$ cat src/hw/lpmsc_pkg.sv
// Package for the low-power module stop control block.
// Assumes a classic Wishbone slave with 32-bit data, byte addresses.
package lpmsc_pkg;

  // Register byte offsets
  localparam logic [7:0] LPMSC_OFS_MSTP_A  = 8'h00;
  localparam logic [7:0] LPMSC_OFS_MSTP_B  = 8'h04;
  localparam logic [7:0] LPMSC_OFS_MSTP_C  = 8'h08;
  localparam logic [7:0] LPMSC_OFS_MSTP_D  = 8'h0c;
  localparam logic [7:0] LPMSC_OFS_WAKE_EN = 8'h10;
  localparam logic [7:0] LPMSC_OFS_WAKE_FL = 8'h14;
  localparam logic [7:0] LPMSC_OFS_PROTECT = 8'h18;
  localparam logic [7:0] LPMSC_OFS_SBY_CTL = 8'h1c;
  localparam logic [7:0] LPMSC_OFS_STATUS  = 8'h20;

  // Module stop bit positions
  localparam int LPMSC_A_CMTW1   = 0;
  localparam int LPMSC_A_CMTW0   = 1;
  localparam int LPMSC_B_SER7    = 24;
  localparam int LPMSC_B_SER4    = 27;
  localparam int LPMSC_B_SER3    = 28;
  localparam int LPMSC_B_SER2    = 29;
  localparam int LPMSC_B_SER0    = 31;
  localparam int LPMSC_C_I2C2    = 17;
  localparam int LPMSC_C_SER10   = 25;
  localparam int LPMSC_D_REMOTE  = 7;
  localparam int LPMSC_D_CANFD   = 10;

  // Wake enable / flag bit positions
  localparam int LPMSC_W_PERIOD  = 0;
  localparam int LPMSC_W_ALARM   = 1;

  // Protect bit positions
  localparam int LPMSC_P_CLOCK   = 0;
  localparam int LPMSC_P_POWER   = 1;
  localparam int LPMSC_P_VOLT    = 3;

  // Standby control bit positions
  localparam int LPMSC_S_DEEP    = 0;
  localparam int LPMSC_S_RTC_RUN = 1;

  // Reset values
  localparam logic [31:0] LPMSC_RST_MSTP = 32'hffff_ffff;
  localparam logic [31:0] LPMSC_RST_ZERO = 32'h0000_0000;

  // Writable masks of implemented bits
  localparam logic [31:0] LPMSC_MASK_A = 32'h0000_0003;
  localparam logic [31:0] LPMSC_MASK_B = 32'hb900_0000;
  localparam logic [31:0] LPMSC_MASK_C = 32'h0202_0000;
  localparam logic [31:0] LPMSC_MASK_D = 32'h0000_0480;
  localparam logic [31:0] LPMSC_MASK_W = 32'h0000_0003;
  localparam logic [31:0] LPMSC_MASK_P = 32'h0000_000b;
  localparam logic [31:0] LPMSC_MASK_S = 32'h0000_0003;

  // Power states
  typedef enum logic [1:0] {
    LPMSC_RUN,
    LPMSC_DEEP,
    LPMSC_WAKE
  } lpmsc_state_e;

  // Wake sources from the outside
  typedef struct packed {
    logic nmi;
    logic ext_pin;
    logic volt_mon1;
    logic volt_mon2;
    logic rtc_period;
    logic rtc_alarm;
  } lpmsc_wake_s;

  // Power domain controls towards the chip
  typedef struct packed {
    logic cpu_ram_off;
    logic wdt_off;
    logic periph_off;
    logic flash_retain;
    logic rtc_run;
    logic volt_det_on;
    logic por_on;
    logic io_hold;
  } lpmsc_power_s;

endpackage

$ cat src/hw/lpmsc_top.sv
// Low-power module stop control: stop bits, protect gating, deep standby.
// Assumes a classic Wishbone master and a CPU halt strobe on entry.
// Assumes one clock; every input is synchronous to it.
// Assumes guarded registers elsewhere send write strobes through here.
// Assumes peripheral power switches follow the registered power outputs.
// Assumes software waits out clock settling around stop-bit rewrites.
`timescale 1ns/1ns
`default_nettype none
// Overview of operation
// - Deep standby removes power from most units
// - Retained-stop units keep registers; flash retained
// - RTC runs in deep standby per control
// - Voltage detector, power-on reset, I/O hold stay
// - Register A bits halt timer W units
// - Register B bits halt serial channels
// - Register C bits halt serial ten, I2C two
// - Register D bits halt remote receiver, CAN FD
// - Wake enable holds period and alarm bits
// - Wake flags record period or alarm cause
// - Protect bit 0 gates clock registers
// - Protect bit 1 gates power mode registers
// - Protect bit 1 also gates mode, reset
// - Protect bit 3 gates voltage detector registers
// - Enter by register plus halt; leave by reset/interrupt
// - Deep standby cancelled by listed interrupts
module lpmsc_top
  import lpmsc_pkg::*;
(
  input  wire logic         ref_clk_in,
  input  wire logic         reset_n_in,
  input  wire logic         wb_cyc_in,
  input  wire logic         wb_stb_in,
  input  wire logic         wb_we_in,
  input  wire logic [7:0]   wb_adr_in,
  input  wire logic [3:0]   wb_sel_in,
  input  wire logic [31:0]  wb_dat_in,
  output logic      [31:0]  wb_dat_out,
  output logic              wb_ack_out,
  input  wire logic         cpu_halt_in,
  input  wire lpmsc_wake_s  wake_in,
  input  wire logic         clk_reg_wr_in,
  input  wire logic         volt_reg_wr_in,
  input  wire logic         mode_reg_wr_in,
  output logic              clk_reg_wr_ok_out,
  output logic              volt_reg_wr_ok_out,
  output logic              mode_reg_wr_ok_out,
  output lpmsc_power_s      power_out,
  output logic              wake_irq_out,
  output logic      [10:0]  clk_en_out
);

  ////////////////////////////////////////////////////////////////////////
  // Helpers

  // Byte-lane merge of write data under a writable mask
  function automatic logic [31:0] lane_merge(input logic [31:0] old_v,
                                             input logic [31:0] new_v,
                                             input logic [3:0]  sel,
                                             input logic [31:0] mask);
    logic [31:0] res;
    res = old_v;
    for (int i = 0; i < 4; i++) begin
      if (sel[i]) begin
        res[i*8 +: 8] = new_v[i*8 +: 8];
      end
    end
    lane_merge = (res & mask) | (old_v & ~mask);
  endfunction

  // Powered-down state decode, kept in one place
  function automatic logic is_deep(input lpmsc_state_e s);
    is_deep = (s == LPMSC_DEEP);
  endfunction

  ////////////////////////////////////////////////////////////////////////
  // Registers and next values

  // One flip-flop and one next value per register
  logic [31:0]  mstp_a_ff;
  logic [31:0]  mstp_b_ff;
  logic [31:0]  mstp_c_ff;
  logic [31:0]  mstp_d_ff;
  logic [31:0]  nxt_mstp_a;
  logic [31:0]  nxt_mstp_b;
  logic [31:0]  nxt_mstp_c;
  logic [31:0]  nxt_mstp_d;
  logic [31:0]  wake_en_ff;
  logic [31:0]  nxt_wake_en;
  logic [31:0]  wake_fl_ff;
  logic [31:0]  nxt_wake_fl;
  logic [31:0]  protect_ff;
  logic [31:0]  nxt_protect;
  logic [31:0]  sby_ctl_ff;
  logic [31:0]  nxt_sby_ctl;
  logic [31:0]  rdata_ff;
  logic [31:0]  nxt_rdata;
  logic         ack_ff;
  logic         nxt_ack;
  lpmsc_state_e state_ff;
  lpmsc_state_e nxt_state;
  lpmsc_power_s power_ff;
  lpmsc_power_s nxt_power;

  // Decoded bus request, wake terms and state
  logic         req;
  logic         wr;
  logic         prot_pwr;
  logic         wake_any;
  logic         in_deep;
  logic [31:0]  rtc_events;

  // Request taken once; a standing ack blocks a second take
  assign req      = wb_cyc_in && wb_stb_in && !ack_ff;
  assign wr       = req && wb_we_in;
  assign prot_pwr = protect_ff[LPMSC_P_POWER];
  assign in_deep  = is_deep(state_ff);

  ////////////////////////////////////////////////////////////////////////
  // Write gating for guarded registers elsewhere in the chip

  // Pass a strobe only while its protect bit is set
  always_comb begin
    clk_reg_wr_ok_out  = clk_reg_wr_in  && protect_ff[LPMSC_P_CLOCK];
    mode_reg_wr_ok_out = mode_reg_wr_in && prot_pwr;
    volt_reg_wr_ok_out = volt_reg_wr_in && protect_ff[LPMSC_P_VOLT];
  end

  ////////////////////////////////////////////////////////////////////////
  // Wake sources

  // RTC events as flag vector, only those enabled
  always_comb begin
    rtc_events = '0;
    rtc_events[LPMSC_W_PERIOD] = wake_in.rtc_period && wake_en_ff[LPMSC_W_PERIOD];
    rtc_events[LPMSC_W_ALARM]  = wake_in.rtc_alarm  && wake_en_ff[LPMSC_W_ALARM];
    wake_any = wake_in.nmi || wake_in.ext_pin || wake_in.volt_mon1 ||
               wake_in.volt_mon2 || (|rtc_events);
  end

  ////////////////////////////////////////////////////////////////////////
  // Register file next values

  // Bus writes to power registers need protect bit 1
  always_comb begin
    nxt_mstp_a  = mstp_a_ff;
    nxt_mstp_b  = mstp_b_ff;
    nxt_mstp_c  = mstp_c_ff;
    nxt_mstp_d  = mstp_d_ff;
    nxt_wake_en = wake_en_ff;
    nxt_wake_fl = wake_fl_ff;
    nxt_protect = protect_ff;
    nxt_sby_ctl = sby_ctl_ff;
    if (wr) begin
      case (wb_adr_in)
        LPMSC_OFS_PROTECT: nxt_protect = lane_merge(protect_ff, wb_dat_in, wb_sel_in, LPMSC_MASK_P);
        default: begin
          if (prot_pwr) begin
            case (wb_adr_in)
              LPMSC_OFS_MSTP_A:  nxt_mstp_a  = lane_merge(mstp_a_ff, wb_dat_in, wb_sel_in, LPMSC_MASK_A);
              LPMSC_OFS_MSTP_B:  nxt_mstp_b  = lane_merge(mstp_b_ff, wb_dat_in, wb_sel_in, LPMSC_MASK_B);
              LPMSC_OFS_MSTP_C:  nxt_mstp_c  = lane_merge(mstp_c_ff, wb_dat_in, wb_sel_in, LPMSC_MASK_C);
              LPMSC_OFS_MSTP_D:  nxt_mstp_d  = lane_merge(mstp_d_ff, wb_dat_in, wb_sel_in, LPMSC_MASK_D);
              LPMSC_OFS_WAKE_EN: nxt_wake_en = lane_merge(wake_en_ff, wb_dat_in, wb_sel_in, LPMSC_MASK_W);
              LPMSC_OFS_SBY_CTL: nxt_sby_ctl = lane_merge(sby_ctl_ff, wb_dat_in, wb_sel_in, LPMSC_MASK_S);
              // Flags clear by writing zero to a set bit
              LPMSC_OFS_WAKE_FL: begin
                if (wb_sel_in[0]) begin
                  nxt_wake_fl = wake_fl_ff & (wb_dat_in | ~LPMSC_MASK_W);
                end
              end
              default: nxt_wake_fl = wake_fl_ff;
            endcase
          end
        end
      endcase
    end
    // Set wins over clear; record cause while in deep standby
    if (in_deep) begin
      nxt_wake_fl = nxt_wake_fl | rtc_events;
    end
  end

  ////////////////////////////////////////////////////////////////////////
  // Bus answer

  // One-wait-state ack; unmapped reads give zero
  always_comb begin
    nxt_ack   = req;
    nxt_rdata = '0;
    if (req && !wb_we_in) begin
      case (wb_adr_in)
        LPMSC_OFS_MSTP_A:  nxt_rdata = mstp_a_ff;
        LPMSC_OFS_MSTP_B:  nxt_rdata = mstp_b_ff;
        LPMSC_OFS_MSTP_C:  nxt_rdata = mstp_c_ff;
        LPMSC_OFS_MSTP_D:  nxt_rdata = mstp_d_ff;
        LPMSC_OFS_WAKE_EN: nxt_rdata = wake_en_ff;
        LPMSC_OFS_WAKE_FL: nxt_rdata = wake_fl_ff;
        LPMSC_OFS_PROTECT: nxt_rdata = protect_ff;
        LPMSC_OFS_SBY_CTL: nxt_rdata = sby_ctl_ff;
        LPMSC_OFS_STATUS:  nxt_rdata = {30'h0000_0000, state_ff};
        default:           nxt_rdata = '0;
      endcase
    end
  end

  ////////////////////////////////////////////////////////////////////////
  // Power state machine

  // Enter on halt with deep bit set; leave on a wake source
  always_comb begin
    nxt_state = state_ff;
    case (state_ff)
      LPMSC_RUN: begin
        if (cpu_halt_in && sby_ctl_ff[LPMSC_S_DEEP]) begin
          nxt_state = LPMSC_DEEP;
        end
      end
      LPMSC_DEEP: begin
        if (wake_any) begin
          nxt_state = LPMSC_WAKE;
        end
      end
      LPMSC_WAKE: nxt_state = LPMSC_RUN;
      default:    nxt_state = LPMSC_RUN;
    endcase
  end

  // Domain controls derived from the next state
  always_comb begin
    nxt_power              = '0;
    nxt_power.cpu_ram_off  = is_deep(nxt_state);
    nxt_power.wdt_off      = is_deep(nxt_state);
    nxt_power.periph_off   = is_deep(nxt_state);
    nxt_power.flash_retain = is_deep(nxt_state);
    nxt_power.rtc_run      = !is_deep(nxt_state) || sby_ctl_ff[LPMSC_S_RTC_RUN];
    nxt_power.volt_det_on  = 1'b1;
    nxt_power.por_on       = 1'b1;
    nxt_power.io_hold      = is_deep(nxt_state);
  end

  ////////////////////////////////////////////////////////////////////////
  // State registers

  // Registers only; all next-value logic lives above
  always_ff @(posedge ref_clk_in) begin
    if (!reset_n_in) begin
      mstp_a_ff  <= LPMSC_RST_MSTP & LPMSC_MASK_A;
      mstp_b_ff  <= LPMSC_RST_MSTP & LPMSC_MASK_B;
      mstp_c_ff  <= LPMSC_RST_MSTP & LPMSC_MASK_C;
      mstp_d_ff  <= LPMSC_RST_MSTP & LPMSC_MASK_D;
      wake_en_ff <= LPMSC_RST_ZERO;
      wake_fl_ff <= LPMSC_RST_ZERO;
      protect_ff <= LPMSC_RST_ZERO;
      sby_ctl_ff <= LPMSC_RST_ZERO;
      rdata_ff   <= LPMSC_RST_ZERO;
      ack_ff     <= 1'b0;
      state_ff   <= LPMSC_RUN;
      power_ff   <= '0;
    end else begin
      mstp_a_ff  <= nxt_mstp_a;
      mstp_b_ff  <= nxt_mstp_b;
      mstp_c_ff  <= nxt_mstp_c;
      mstp_d_ff  <= nxt_mstp_d;
      wake_en_ff <= nxt_wake_en;
      wake_fl_ff <= nxt_wake_fl;
      protect_ff <= nxt_protect;
      sby_ctl_ff <= nxt_sby_ctl;
      rdata_ff   <= nxt_rdata;
      ack_ff     <= nxt_ack;
      state_ff   <= nxt_state;
      power_ff   <= nxt_power;
    end
  end

  // Outputs straight from flip-flops, except the wake interrupt, decoded from the state
  assign wb_dat_out   = rdata_ff;
  assign wb_ack_out   = ack_ff;
  assign power_out    = power_ff;
  assign wake_irq_out = (state_ff == LPMSC_WAKE);

  ////////////////////////////////////////////////////////////////////////
  // Clock gates for stopped modules

  lpmsc_clock_gate u_gate (
    .ref_clk_in (ref_clk_in),
    .reset_n_in (reset_n_in),
    .mstp_a_in  (mstp_a_ff),
    .mstp_b_in  (mstp_b_ff),
    .mstp_c_in  (mstp_c_ff),
    .mstp_d_in  (mstp_d_ff),
    .deep_in    (power_ff.periph_off),
    .clk_en_out (clk_en_out)
  );

endmodule
`default_nettype wire

$ cat src/hw/lpmsc_clock_gate.sv
// Per-module clock gate enables from the module stop bits.
// Assumes peripherals hold their registers while their enable is low.
`timescale 1ns/1ns
`default_nettype none
module lpmsc_clock_gate
  import lpmsc_pkg::*;
(
  input  wire logic        ref_clk_in,
  input  wire logic        reset_n_in,
  input  wire logic [31:0] mstp_a_in,
  input  wire logic [31:0] mstp_b_in,
  input  wire logic [31:0] mstp_c_in,
  input  wire logic [31:0] mstp_d_in,
  input  wire logic        deep_in,
  output logic      [10:0] clk_en_out
);

  logic [10:0] clk_en_ff;
  logic [10:0] nxt_clk_en;

  // Stop bit set means clock off; deep standby stops all
  always_comb begin
    nxt_clk_en[0]  = ~mstp_a_in[LPMSC_A_CMTW1];
    nxt_clk_en[1]  = ~mstp_a_in[LPMSC_A_CMTW0];
    nxt_clk_en[2]  = ~mstp_b_in[LPMSC_B_SER7];
    nxt_clk_en[3]  = ~mstp_b_in[LPMSC_B_SER4];
    nxt_clk_en[4]  = ~mstp_b_in[LPMSC_B_SER3];
    nxt_clk_en[5]  = ~mstp_b_in[LPMSC_B_SER2];
    nxt_clk_en[6]  = ~mstp_b_in[LPMSC_B_SER0];
    nxt_clk_en[7]  = ~mstp_c_in[LPMSC_C_SER10];
    nxt_clk_en[8]  = ~mstp_c_in[LPMSC_C_I2C2];
    nxt_clk_en[9]  = ~mstp_d_in[LPMSC_D_REMOTE];
    nxt_clk_en[10] = ~mstp_d_in[LPMSC_D_CANFD];
    if (deep_in) begin
      nxt_clk_en = '0;
    end
  end

  // Gate enable register, glitch free towards clock gates
  always_ff @(posedge ref_clk_in) begin
    if (!reset_n_in) begin
      clk_en_ff <= '0;
    end else begin
      clk_en_ff <= nxt_clk_en;
    end
  end

  assign clk_en_out = clk_en_ff;

endmodule
`default_nettype wire

$ cat config.mk
export PLATFORM = sky130hd
export DESIGN_NAME = lpmsc_top
export DESIGN_NICKNAME = d
export VERILOG_FILES = /design/src/hw/lpmsc_pkg.sv /design/src/hw/lpmsc_top.sv /design/src/hw/lpmsc_clock_gate.sv
export SDC_FILE = /design/constraint.sdc
export NUM_CORES = 1
export LEC_CHECK = 0
export ABC_CLOCK_PERIOD_IN_PS = 1700
export CORE_AREA = 5 5 96 53
export DETAILED_ROUTE_END_ITERATION = 12
export DIE_AREA = 0 0 101 58
export DONT_BUFFER_PORTS = 1
export GPL_TIMING_DRIVEN = 0
export HOLD_SLACK_MARGIN = 0.1
export PLACE_DENSITY = 0.77
export SETUP_SLACK_MARGIN = 0.05
export SLEW_MARGIN = 20
export SYNTH_ARGS = -nofsm -noshare
export SYNTH_HDL_FRONTEND = slang
export SYNTH_SLANG_ARGS = --single-unit
$ cat constraint.sdc
create_clock -name ref_clk_in -period 1.7 [get_ports ref_clk_in]
set_input_delay 0.085 -clock ref_clk_in [delete_from_list [all_inputs] [get_ports ref_clk_in]]
set_output_delay 0.085 -clock ref_clk_in [all_outputs]
set_load 0.1 [all_outputs]
# Word level (Yosys, flattened, before mapping)
# Cells that the tools add are included.
# classes
bitwise_logic	22
mux	54
n_eq_ne	11
n_reduce_logical	30
# ops
cell	count
32-bit case mux with 9 select lines	1
32-bit two-way mux	6
2-bit by 32-bit bitwise OR with 32-bit output	3
8-bit two-way mux	10
2-bit two-way mux	27
32-bit AND	1
8-bit by 5-bit == test with 1-bit output, second input constant	4
11-bit by 32-bit bitwise OR with 32-bit output	1
26-bit by 32-bit bitwise OR with 32-bit output	1
32-bit by 2-bit bitwise OR with 32-bit output	1
32-bit by 31-bit bitwise OR with 32-bit output	1
4-bit by 32-bit bitwise OR with 32-bit output	1
4-bit AND reduction	6
3-bit two-way mux	6
8-bit by 4-bit == test with 1-bit output, second input constant	2
1-bit NOT	13
4-bit two-way mux	3
1-bit logical AND	10
8-bit by 3-bit == test with 1-bit output, second input constant	1
8-bit by 6-bit == test with 1-bit output, second input constant	1
8-bit zero test	1
1-bit logical OR	5
2-bit by 1-bit == test with 1-bit output, second input constant	2
2-bit case mux with 2 select lines	1
5 further kinds	9
# word_totals
inputBits	59
ff_bits	306
wordCells	133

# Logic depth before layout (Yosys ltp)
# Gate-level depths: netlist of the first run.
# depth
ltp_word	9
ltp_mapped	6
ltp_nobuf	4

# Hierarchy
# Synthesis of the first run repeated with hierarchy kept, for this count alone.
# hier_totals
cells_unflattened	236
hier_area_um2	2288.4
# modules_own_cells
module	cells_per_inst	area_each_um2	instances
lpmsc_top	212	1914.3	1
lpmsc_clock_gate	24	374.1	1

# Least setup slack after synthesis of the first run
# No wires, ideal clock.
# synth_path
path_kind	reg2reg
from	register ack_ff (netlist: wb_ack_out)
to	register protect_ff[0]
arrival_time_ns	1.761
required_ns	1.584
path_slack_ns	-0.177
path_buffers	1
stages_incl_launch_ff	6
cell_sequence	dfxtp_1 -> and4b_1 -> buf_6 -> nand4_1 -> nor2_1 -> a31o_2
# synth_via
elab_chain_len	4
# synth_lines
item	line	text
start, declared	lpmsc_top.sv:97	logic ack_ff;
start signal, assigned	lpmsc_top.sv:269	ack_ff <= nxt_ack;
1-bit zero test	lpmsc_top.sv:113	assign req = wb_cyc_in && wb_stb_in && !ack_ff;
1-bit logical AND	lpmsc_top.sv:113	
1-bit logical AND	lpmsc_top.sv:114	assign wr = req && wb_we_in;
2-bit AND reduction (no source line)	n/a	
end signal, assigned	lpmsc_top.sv:266	protect_ff <= nxt_protect;
end, declared	lpmsc_top.sv:91	logic [31:0] protect_ff;
# Every way passes these cells.
# A chain may end at the register's enable or synchronous reset.

# Final worst setup path of the first run
# layout_path
from	register ack_ff (netlist: wb_ack_out)
to	register mstp_a_ff[0]
# layout_via
elab_chain_len	4
# layout_lines
item	line	text
1-bit zero test	lpmsc_top.sv:113	
1-bit logical AND	lpmsc_top.sv:113	
1-bit logical AND	lpmsc_top.sv:114	
4-bit AND reduction (no source line)	n/a	
end signal, assigned	lpmsc_top.sv:247	mstp_a_ff <= LPMSC_RST_MSTP & LPMSC_MASK_A;
end signal, assigned	lpmsc_top.sv:260	mstp_a_ff <= nxt_mstp_a;
end, declared	lpmsc_top.sv:79	logic [31:0] mstp_a_ff;
# Every way passes these cells.

==> results of run 1 <==
==> sequential cells by signal, summed over array words and instances, names as in the netlist <==
| signal | cells |
|---|---|
| mstp_a_ff | 2 |
| wb_dat_out | 14 |
| wake_fl_ff | 2 |
| u_gate.clk_en_out | 11 |
| mstp_d_ff | 2 |
| mstp_c_ff | 2 |
| power_out | 3 |
| wake_en_ff | 2 |
| mstp_b_ff | 5 |
| sby_ctl_ff | 2 |
| wb_ack_out | 1 |
| protect_ff | 3 |
| state_ff | 2 |
==> worst register-to-register path, cell delays in order, from the launching register on <==
cell and delay, ns:
dfxtp_4 0.46, and4b_1 0.34, buf_6 0.15, and4_2 0.28, mux2i_1 0.22, nand2_1 0.07
==> cell usage after synthesis (2+ instances only) <==
| master | n |
|---|---|
| buf_4 | 25 |
| and4b_1 | 2 |
| o31ai_1 | 2 |
| buf_6 | 4 |
| dfxtp_1 | 51 |
| nor3b_1 | 2 |
| nor2b_1 | 3 |
| nand4_1 | 5 |
| and4_1 | 2 |
| and2_1 | 7 |
| nor2_1 | 20 |
| clkbuf_1 | 2 |
| nand4b_1 | 2 |
| buf_2 | 2 |
| mux2i_1 | 7 |
| nor4b_4 | 2 |
| nand3_1 | 23 |
| and3_1 | 8 |
| a31o_2 | 2 |
| nand2_1 | 18 |
| o21ai_0 | 13 |
| o211ai_1 | 3 |
==> per-stage QoR <==
step,area (sq um),utilization,worst slack (ns)
2_1_floorplan,2190,-,0.0942
3_3_place_gp,2260,0.540,0.0103
3_5_place_dp,2260,0.540,0.00274
4_1_cts,2710,0.647,0.0657
5_1_grt,2830,0.676,0.0330
6_report,2830,0.676,0.0618
==> logic make-up after synthesis <==
kind of cell / count (synthesis) / synth area share
AO/OA/AOI/OAI: 28 / 0.0871
other: 1 / 0.00172
multiplexers: 8 / 0.0373
flip-flops: 51 / 0.468
buffers and inverters: 34 / 0.116
AND/OR/NAND/NOR: 105 / 0.290
==> per-layer routing <==
layer / vias up / part of all wire
met3: 2 / 0.13
li1: 877 / -
met5: - / 0
met2: 128 / 0.39
met4: 0 / 0.0038
met1: 854 / 0.48
==> repair_timing <==
action / CTS / global route
buffers inserted: 0 / 5
pin swaps: 0 / 5
gates cloned: 0 / 1
endpoints found under the setup margin: 29 / 17
endpoints found under the hold margin: 27 / 10
resized for setup: 5 / 12
hold buffers: 30 / 4
==> worst max path at each step <==
stage | startpoint | end | slack, ns | depth (start not counted)
after floorplan | wb_ack_out$_SDFF_PN0_ | sby_ctl_ff[0]$_SDFFE_PN0P_ | 0.09 | 5
after global placement | wb_ack_out$_SDFF_PN0_ | sby_ctl_ff[1]$_SDFFE_PN0P_ | 0.01 | 5
after detailed placement | wb_ack_out$_SDFF_PN0_ | sby_ctl_ff[1]$_SDFFE_PN0P_ | 0.003 | 5
after CTS | wb_ack_out$_SDFF_PN0_ | sby_ctl_ff[1]$_SDFFE_PN0P_ | 0.07 | 5
after global routing | wb_ack_out$_SDFF_PN0_ | mstp_a_ff[0]$_SDFFE_PN1P_ | 0.03 | 5
final | wb_ack_out$_SDFF_PN0_ | mstp_a_ff[0]$_SDFFE_PN1P_ | 0.06 | 5
==> power groups by stage <==
stage | Combinational [W] | Clock, W | Sequential (W)
after floorplan | 0.000273 | 0 | 0.00128
after global placement | 0.000294 | 0 | 0.00128
after detailed placement | 0.000295 | 0 | 0.00128
after CTS | 0.000358 | 0.00100 | 0.00125
after global routing | 0.000392 | 0.00106 | 0.00125
final | 0.000379 | 0.000997 | 0.00125
==> cell type report <==
class	count	area (sq um)	share of cell area
flip-flops and latches	51	1030	0.364
multi-input cells	143	958	0.338
repair buffers	40	383	0.135
plain buffers	33	250	0.0883
well taps	57	71.3	0.0252
clock buffers	5	68.8	0.0243
clock inverters	3	67.6	0.0239
inverters	1	3.75	0.00133
==> reports/qor.yml, run 1 <==
clockBufferDepth: 2
pwr-share-comb: 0.144
grt_pass1_wl_mm: 8.79
grt_pass1_vias: 1635
grt_usage: 0.195
hold_start: "wb_adr_in[3]"
crit_arrival_ns: 1.81
drt-initial-drc-count: 83
fin_crit_sh: 0.964
num_io_pins: 115
holdPathStages: 4
drt-total-wl_mm: 6.09
cts_tree: "yes"
ys_types: 44
netlist_instances: 227
num_rows: 17
most-common-layout-cells: "dfxtp_1, dlygate4sd3_1, buf_4"
cp-end-kind: "flip-flop"
cp_slowest_cell: "dfxtp_4"
worstSetupPathType: "reg -> reg"
pwr_density_cell_nw_per_um2: 927
cts.sinks: 51
p_int_w: 0.00190
synth-seq-cells: 51
path_buf_inv: 1
ir_drop_mv: 0.488
ff2ff_path_depth: 5
layout_min_cycle_time_ns: 1.64
sw_frac_of_total: 0.276
rrSetupSlack_ns: 0.06
antenna_found_initial: 0
worstHoldEndpoint: "wake_fl_ff[0]$_SDFF_PN0_"
final.setup.tns_ns: 0
max_freq_mhz: 610
async_flop_share: 0
yosysTopAreaCell: "dfxtp_1"
skew_ns: 0.00460
gp_congestion: 0.912
p_total_w: 0.00263
start_util: 0.521
path_cells: "and4b_1, buf_6, and4_2, mux2i_1, nand2_1"
p_leak_nw: 1.14
grt_max_degree: 20
r2r_start: "wb_ack_out$_SDFF_PN0_"
top_usage_layer: "met1"
placeableCoreArea_sq_um: 4190
drv_cap: 0
rsz0062_at_grt: "yes"
vias_per_cell: 5.59
vias: 1861
clkPwrFrac: 0.379
dr.pass1.iters: 5
port_buffers: 0
drive_gt1_frac: 0.243
avgSynthCellArea_sq_um: 9.62
slew_violations: 0
finalHoldViolations: 0
synth_edf_count: 0
area_growth_pct: 29.7
die_w_um: 101
synth_area_leaders: "dfxtp_1, buf_4, nand3_1"
yosys.area.top_type_share: 0.468
clk_pin_slew_ns: 0.09
ys.flop_type: "dfxtp_1"
placed_cells: 285
synth_seq_area_share: 0.468
cp_top_family: "simple AND/OR/NAND/NOR gates"
cts_made_buffers: 5
hold_class: "in -> reg"
setup_viol: 0
postRouteAntennaNets: 0
netlist_area_sq_um: 2180
dpl.hpwl_mm: 4.16
die_y_um: 58
status: "finished clean"
switchingPower_w: 0.000724
grt_use_met3: 0.0661
n_antenna_cell: 0
path_max_fanout: 5
insertion_delay_ns: 0.30
nNetsFinal: 334
die_area_sq_um: 5860
critPathRequiredTime_ns: 1.87
fill_cells: 334
cts_root_buffer: "clkbuf_8"
worst_pin_slew_ns: 0.988
final_cells: 333
start_kind: "flip-flop"
overflow: 0
met2_usage: 0.262
h-tree-depth: 2
layout_commonest_cell: "dfxtp_1"
seqPwrFrac: 0.476
yosysWarnings: 0
wire_per_inst_um: 18.3
hold_slack_ns: 0.108
route.detailed.drc: 0
rr_endpoint: "mstp_a_ff[0]$_SDFFE_PN1P_"
gr-usage-met1: 0.301
relSlewSlack: 0.341
cp_slowest_stage_delay_ns: 0.46
Power figures use the tool's default switching activity.
==> run 2: changes to the inputs <==
--- a/config.mk
+++ b/config.mk
@@ -5,14 +5,15 @@
 export SDC_FILE = /design/constraint.sdc
 export NUM_CORES = 1
 export LEC_CHECK = 0
-export ABC_CLOCK_PERIOD_IN_PS = 1700
+export ABC_CLOCK_PERIOD_IN_PS = 1450
 export CORE_AREA = 5 5 96 53
 export DETAILED_ROUTE_END_ITERATION = 12
 export DIE_AREA = 0 0 101 58
 export DONT_BUFFER_PORTS = 1
 export GPL_TIMING_DRIVEN = 0
 export HOLD_SLACK_MARGIN = 0.1
-export PLACE_DENSITY = 0.77
+export MAX_ROUTING_LAYER = met4
+export PLACE_DENSITY = 0.79
 export SETUP_SLACK_MARGIN = 0.05
 export SLEW_MARGIN = 20
 export SYNTH_ARGS = -nofsm -noshare
==> constraint.sdc (replaced) <==
create_clock -name ref_clk_in -period 1.45 [get_ports ref_clk_in]
set_input_delay 0.0725 -clock ref_clk_in [delete_from_list [all_inputs] [get_ports ref_clk_in]]
set_output_delay 0.0725 -clock ref_clk_in [all_outputs]
set_load 0.1 [all_outputs]
==> run 2 against run 1 <==
  * The run now ends with hold timing, setup timing left
  * Largest power group unchanged
  * Clock skew is 0.0054 ns higher
  * Via count fell by 0.86%
  * Clock power is 3.6% lower
  * Non-clock buffer count down 4
  * Worst setup slack lost 0.22 ns
  * First-iteration DRC count is 71% higher
  * Critical path type unchanged
  * Core utilization is 3.9 points higher
  * Cell area is 5.8% higher
  * Die area did not move
  * Clock-buffer cell count grew 2
==> reports/qor.yml, run 2 (synthesis results as in run 1) <==
h-tree-depth: 2  # unchanged
rsz0062_at_grt: "yes"  # unchanged
design_area_sq_um: 3000  # was 2830 sq um
hold_slack_ns: -0.0361  # was 0.108 ns
ff2ff_path_depth: 5  # unchanged
placeableCoreArea_sq_um: 4190  # unchanged
grt_pass1_vias: 1740  # was 1635
dpl.hpwl_mm: 4.11  # was 4.16 mm
drive_gt1_frac: 0.301  # was 0.243
worst_pin_slew_ns: 0.975  # was 0.988 ns
rr_endpoint: "sby_ctl_ff[0]$_SDFFE_PN0P_"  # was mstp_a_ff[0]$_SDFFE_PN1P_
port_buffers: 0  # unchanged
cp-end-kind: "flip-flop"  # unchanged
grt_pass1_wl_mm: 9.21  # was 8.79 mm
cts_tree: "yes"  # unchanged
vias_per_cell: 5.61  # was 5.59
clk_pin_slew_ns: 0.10  # was 0.09 ns
drv_cap: 0  # unchanged
skew_ns: 0.00998  # was 0.00460 ns
max_freq_mhz: 622  # was 610 MHz
fill_cells: 281  # was 334
drt-total-wl_mm: 6.22  # was 6.09 mm
ir_drop_mv: 0.540  # was 0.488 mV
grt_max_degree: 16  # was 20
grt_usage: 0.213  # was 0.195
wire_per_inst_um: 18.9  # was 18.3 um
area_growth_pct: 37.3  # was 29.7%
die_y_um: 58  # unchanged
num_io_pins: 115  # unchanged
worstHoldEndpoint: "wb_dat_out[3]$_SDFF_PN0_"  # was wake_fl_ff[0]$_SDFF_PN0_
dr.pass1.iters: 4  # was 5
fin_crit_sh: 1.11  # was 0.964
dpl_cell_area_sq_um: 2270  # was 2260 sq um
hold_start: "wb_adr_in[1]"  # was wb_adr_in[3]
largest_reg_flops: 14  # unchanged
n_antenna_cell: 0  # unchanged
clockBufferDepth: 2  # unchanged
critPathRequiredTime_ns: 1.66  # was 1.87 ns
fin_util: 0.715  # was 0.676
startpoint: "wb_ack_out$_SDFF_PN0_"  # unchanged
cts.sinks: 51  # unchanged
most-common-layout-cells: "dfxtp_1, dlygate4sd3_1, nand3_1"  # was dfxtp_1, dlygate4sd3_1, buf_4
cts_made_buffers: 5  # unchanged
vias: 1845  # was 1861
num_rows: 17  # unchanged
insertion_delay_ns: 0.31  # was 0.30 ns
finalHoldViolations: 2  # was 0
nNetsFinal: 330  # was 334
postRouteAntennaNets: 0  # unchanged
status: "finished with violations"  # was finished clean
holdPathStages: 3  # was 4
r2r_start: "wb_ack_out$_SDFF_PN0_"  # unchanged
setup_viol: 20  # was 0
rrSetupSlack_ns: -0.16  # was 0.06 ns
final.setup.worst_slack_ns: -0.158  # was 0.0618 ns
start_kind: "flip-flop"  # unchanged
layout_min_cycle_time_ns: 1.61  # was 1.64 ns
drt-initial-drc-count: 142  # was 83
pwr_density_cell_nw_per_um2: 982  # was 927 nW/um^2
route.detailed.drc: 0  # unchanged
antenna_found_initial: 0  # unchanged
worstSetupPathType: "reg -> reg"  # unchanged
die_area_sq_um: 5860  # unchanged
path_max_fanout: 5  # unchanged
gp_congestion: 0.923  # was 0.912
slew_violations: 0  # unchanged
cts_root_buffer: "clkbuf_8"  # unchanged
crit_arrival_ns: 1.82  # was 1.81 ns
overflow: 0  # unchanged
relSlewSlack: 0.349  # was 0.341
die_w_um: 101  # unchanged
violations: "hold timing, setup timing"
layout_commonest_cell: "dfxtp_1"  # unchanged
p_leak_nw: 1.22  # was 1.14 nW
hold_class: "in -> reg"  # unchanged
start_util: 0.521  # unchanged
-- run 2: how the worst max path moves through the flow --
stage                            endpoint  slack (ns)  cells after the start
4_1_cts        sby_ctl_ff[0]$_SDFFE_PN0P_       -0.15                      5
5_1_grt        sby_ctl_ff[0]$_SDFFE_PN0P_       -0.21                      5
6_report       sby_ctl_ff[0]$_SDFFE_PN0P_       -0.16                      5
3_3_place_gp   sby_ctl_ff[1]$_SDFFE_PN0P_       -0.14                      5
3_5_place_dp   sby_ctl_ff[0]$_SDFFE_PN0P_       -0.14                      5
2_1_floorplan  sby_ctl_ff[0]$_SDFFE_PN0P_       -0.05                      5
-- run 2: what timing repair did --
action	4_1_cts	5_1_grt
setup endpoints to repair	47	50
buffers inserted	4	4
endpoints found under the hold margin	34	7
pin swaps	5	10
gates cloned	0	1
resized for setup	36	52
hold buffers	27	1
-- run 2: layout make-up --
type                    count  area [sq um]  share of cell area
repair buffers             36           365               0.122
multi-input cells         143           995               0.332
clock inverters             1          5.00             0.00167
plain buffers              33           414               0.138
inverters                   1          3.75             0.00125
clock buffers               7           108              0.0359
flip-flops and latches     51          1040               0.346
well taps                  57          71.3              0.0238
-- run 2: worst max-delay path, cell delays in order, from the launching register on --
cell and delay (ns):
dfxtp_4 0.46, and4b_2 0.35, buf_6 0.14, nand2_4 0.05
or3b_4 0.40, mux2i_1 0.12
-- run 2: metal layers --
layer / global-route usage / routed length [um]
met1: 0.298 / 2920
met2: 0.295 / 2680
met3: 0.0613 / 557
met4: 0.0644 / 63
met5: - / 0
-- run 2: stage by stage --
step           cells  TNS, ns  hold slack [ns]  worst slack [ns]  power [W]
4_1_cts          324    -2.09          -0.0568            -0.147    0.00289
5_1_grt          329    -2.58          -0.0424            -0.211    0.00305
2_1_floorplan    228  -0.0973            0.100           -0.0486    0.00182
3_3_place_gp     285    -1.45            0.101            -0.137    0.00184
6_report         329    -1.49          -0.0361            -0.158    0.00294
3_5_place_dp     285    -1.67            0.101            -0.135    0.00184
-- run 2: power by group --
| part | switching (W) | total (W) | internal [W] |
|---|---|---|---|
| combinational | 0.000329 | 0.000519 | 0.000190 |
| clock | 0.000472 | 0.000961 | 0.000490 |
| sequential | 0.0000605 | 0.00146 | 0.00140 |
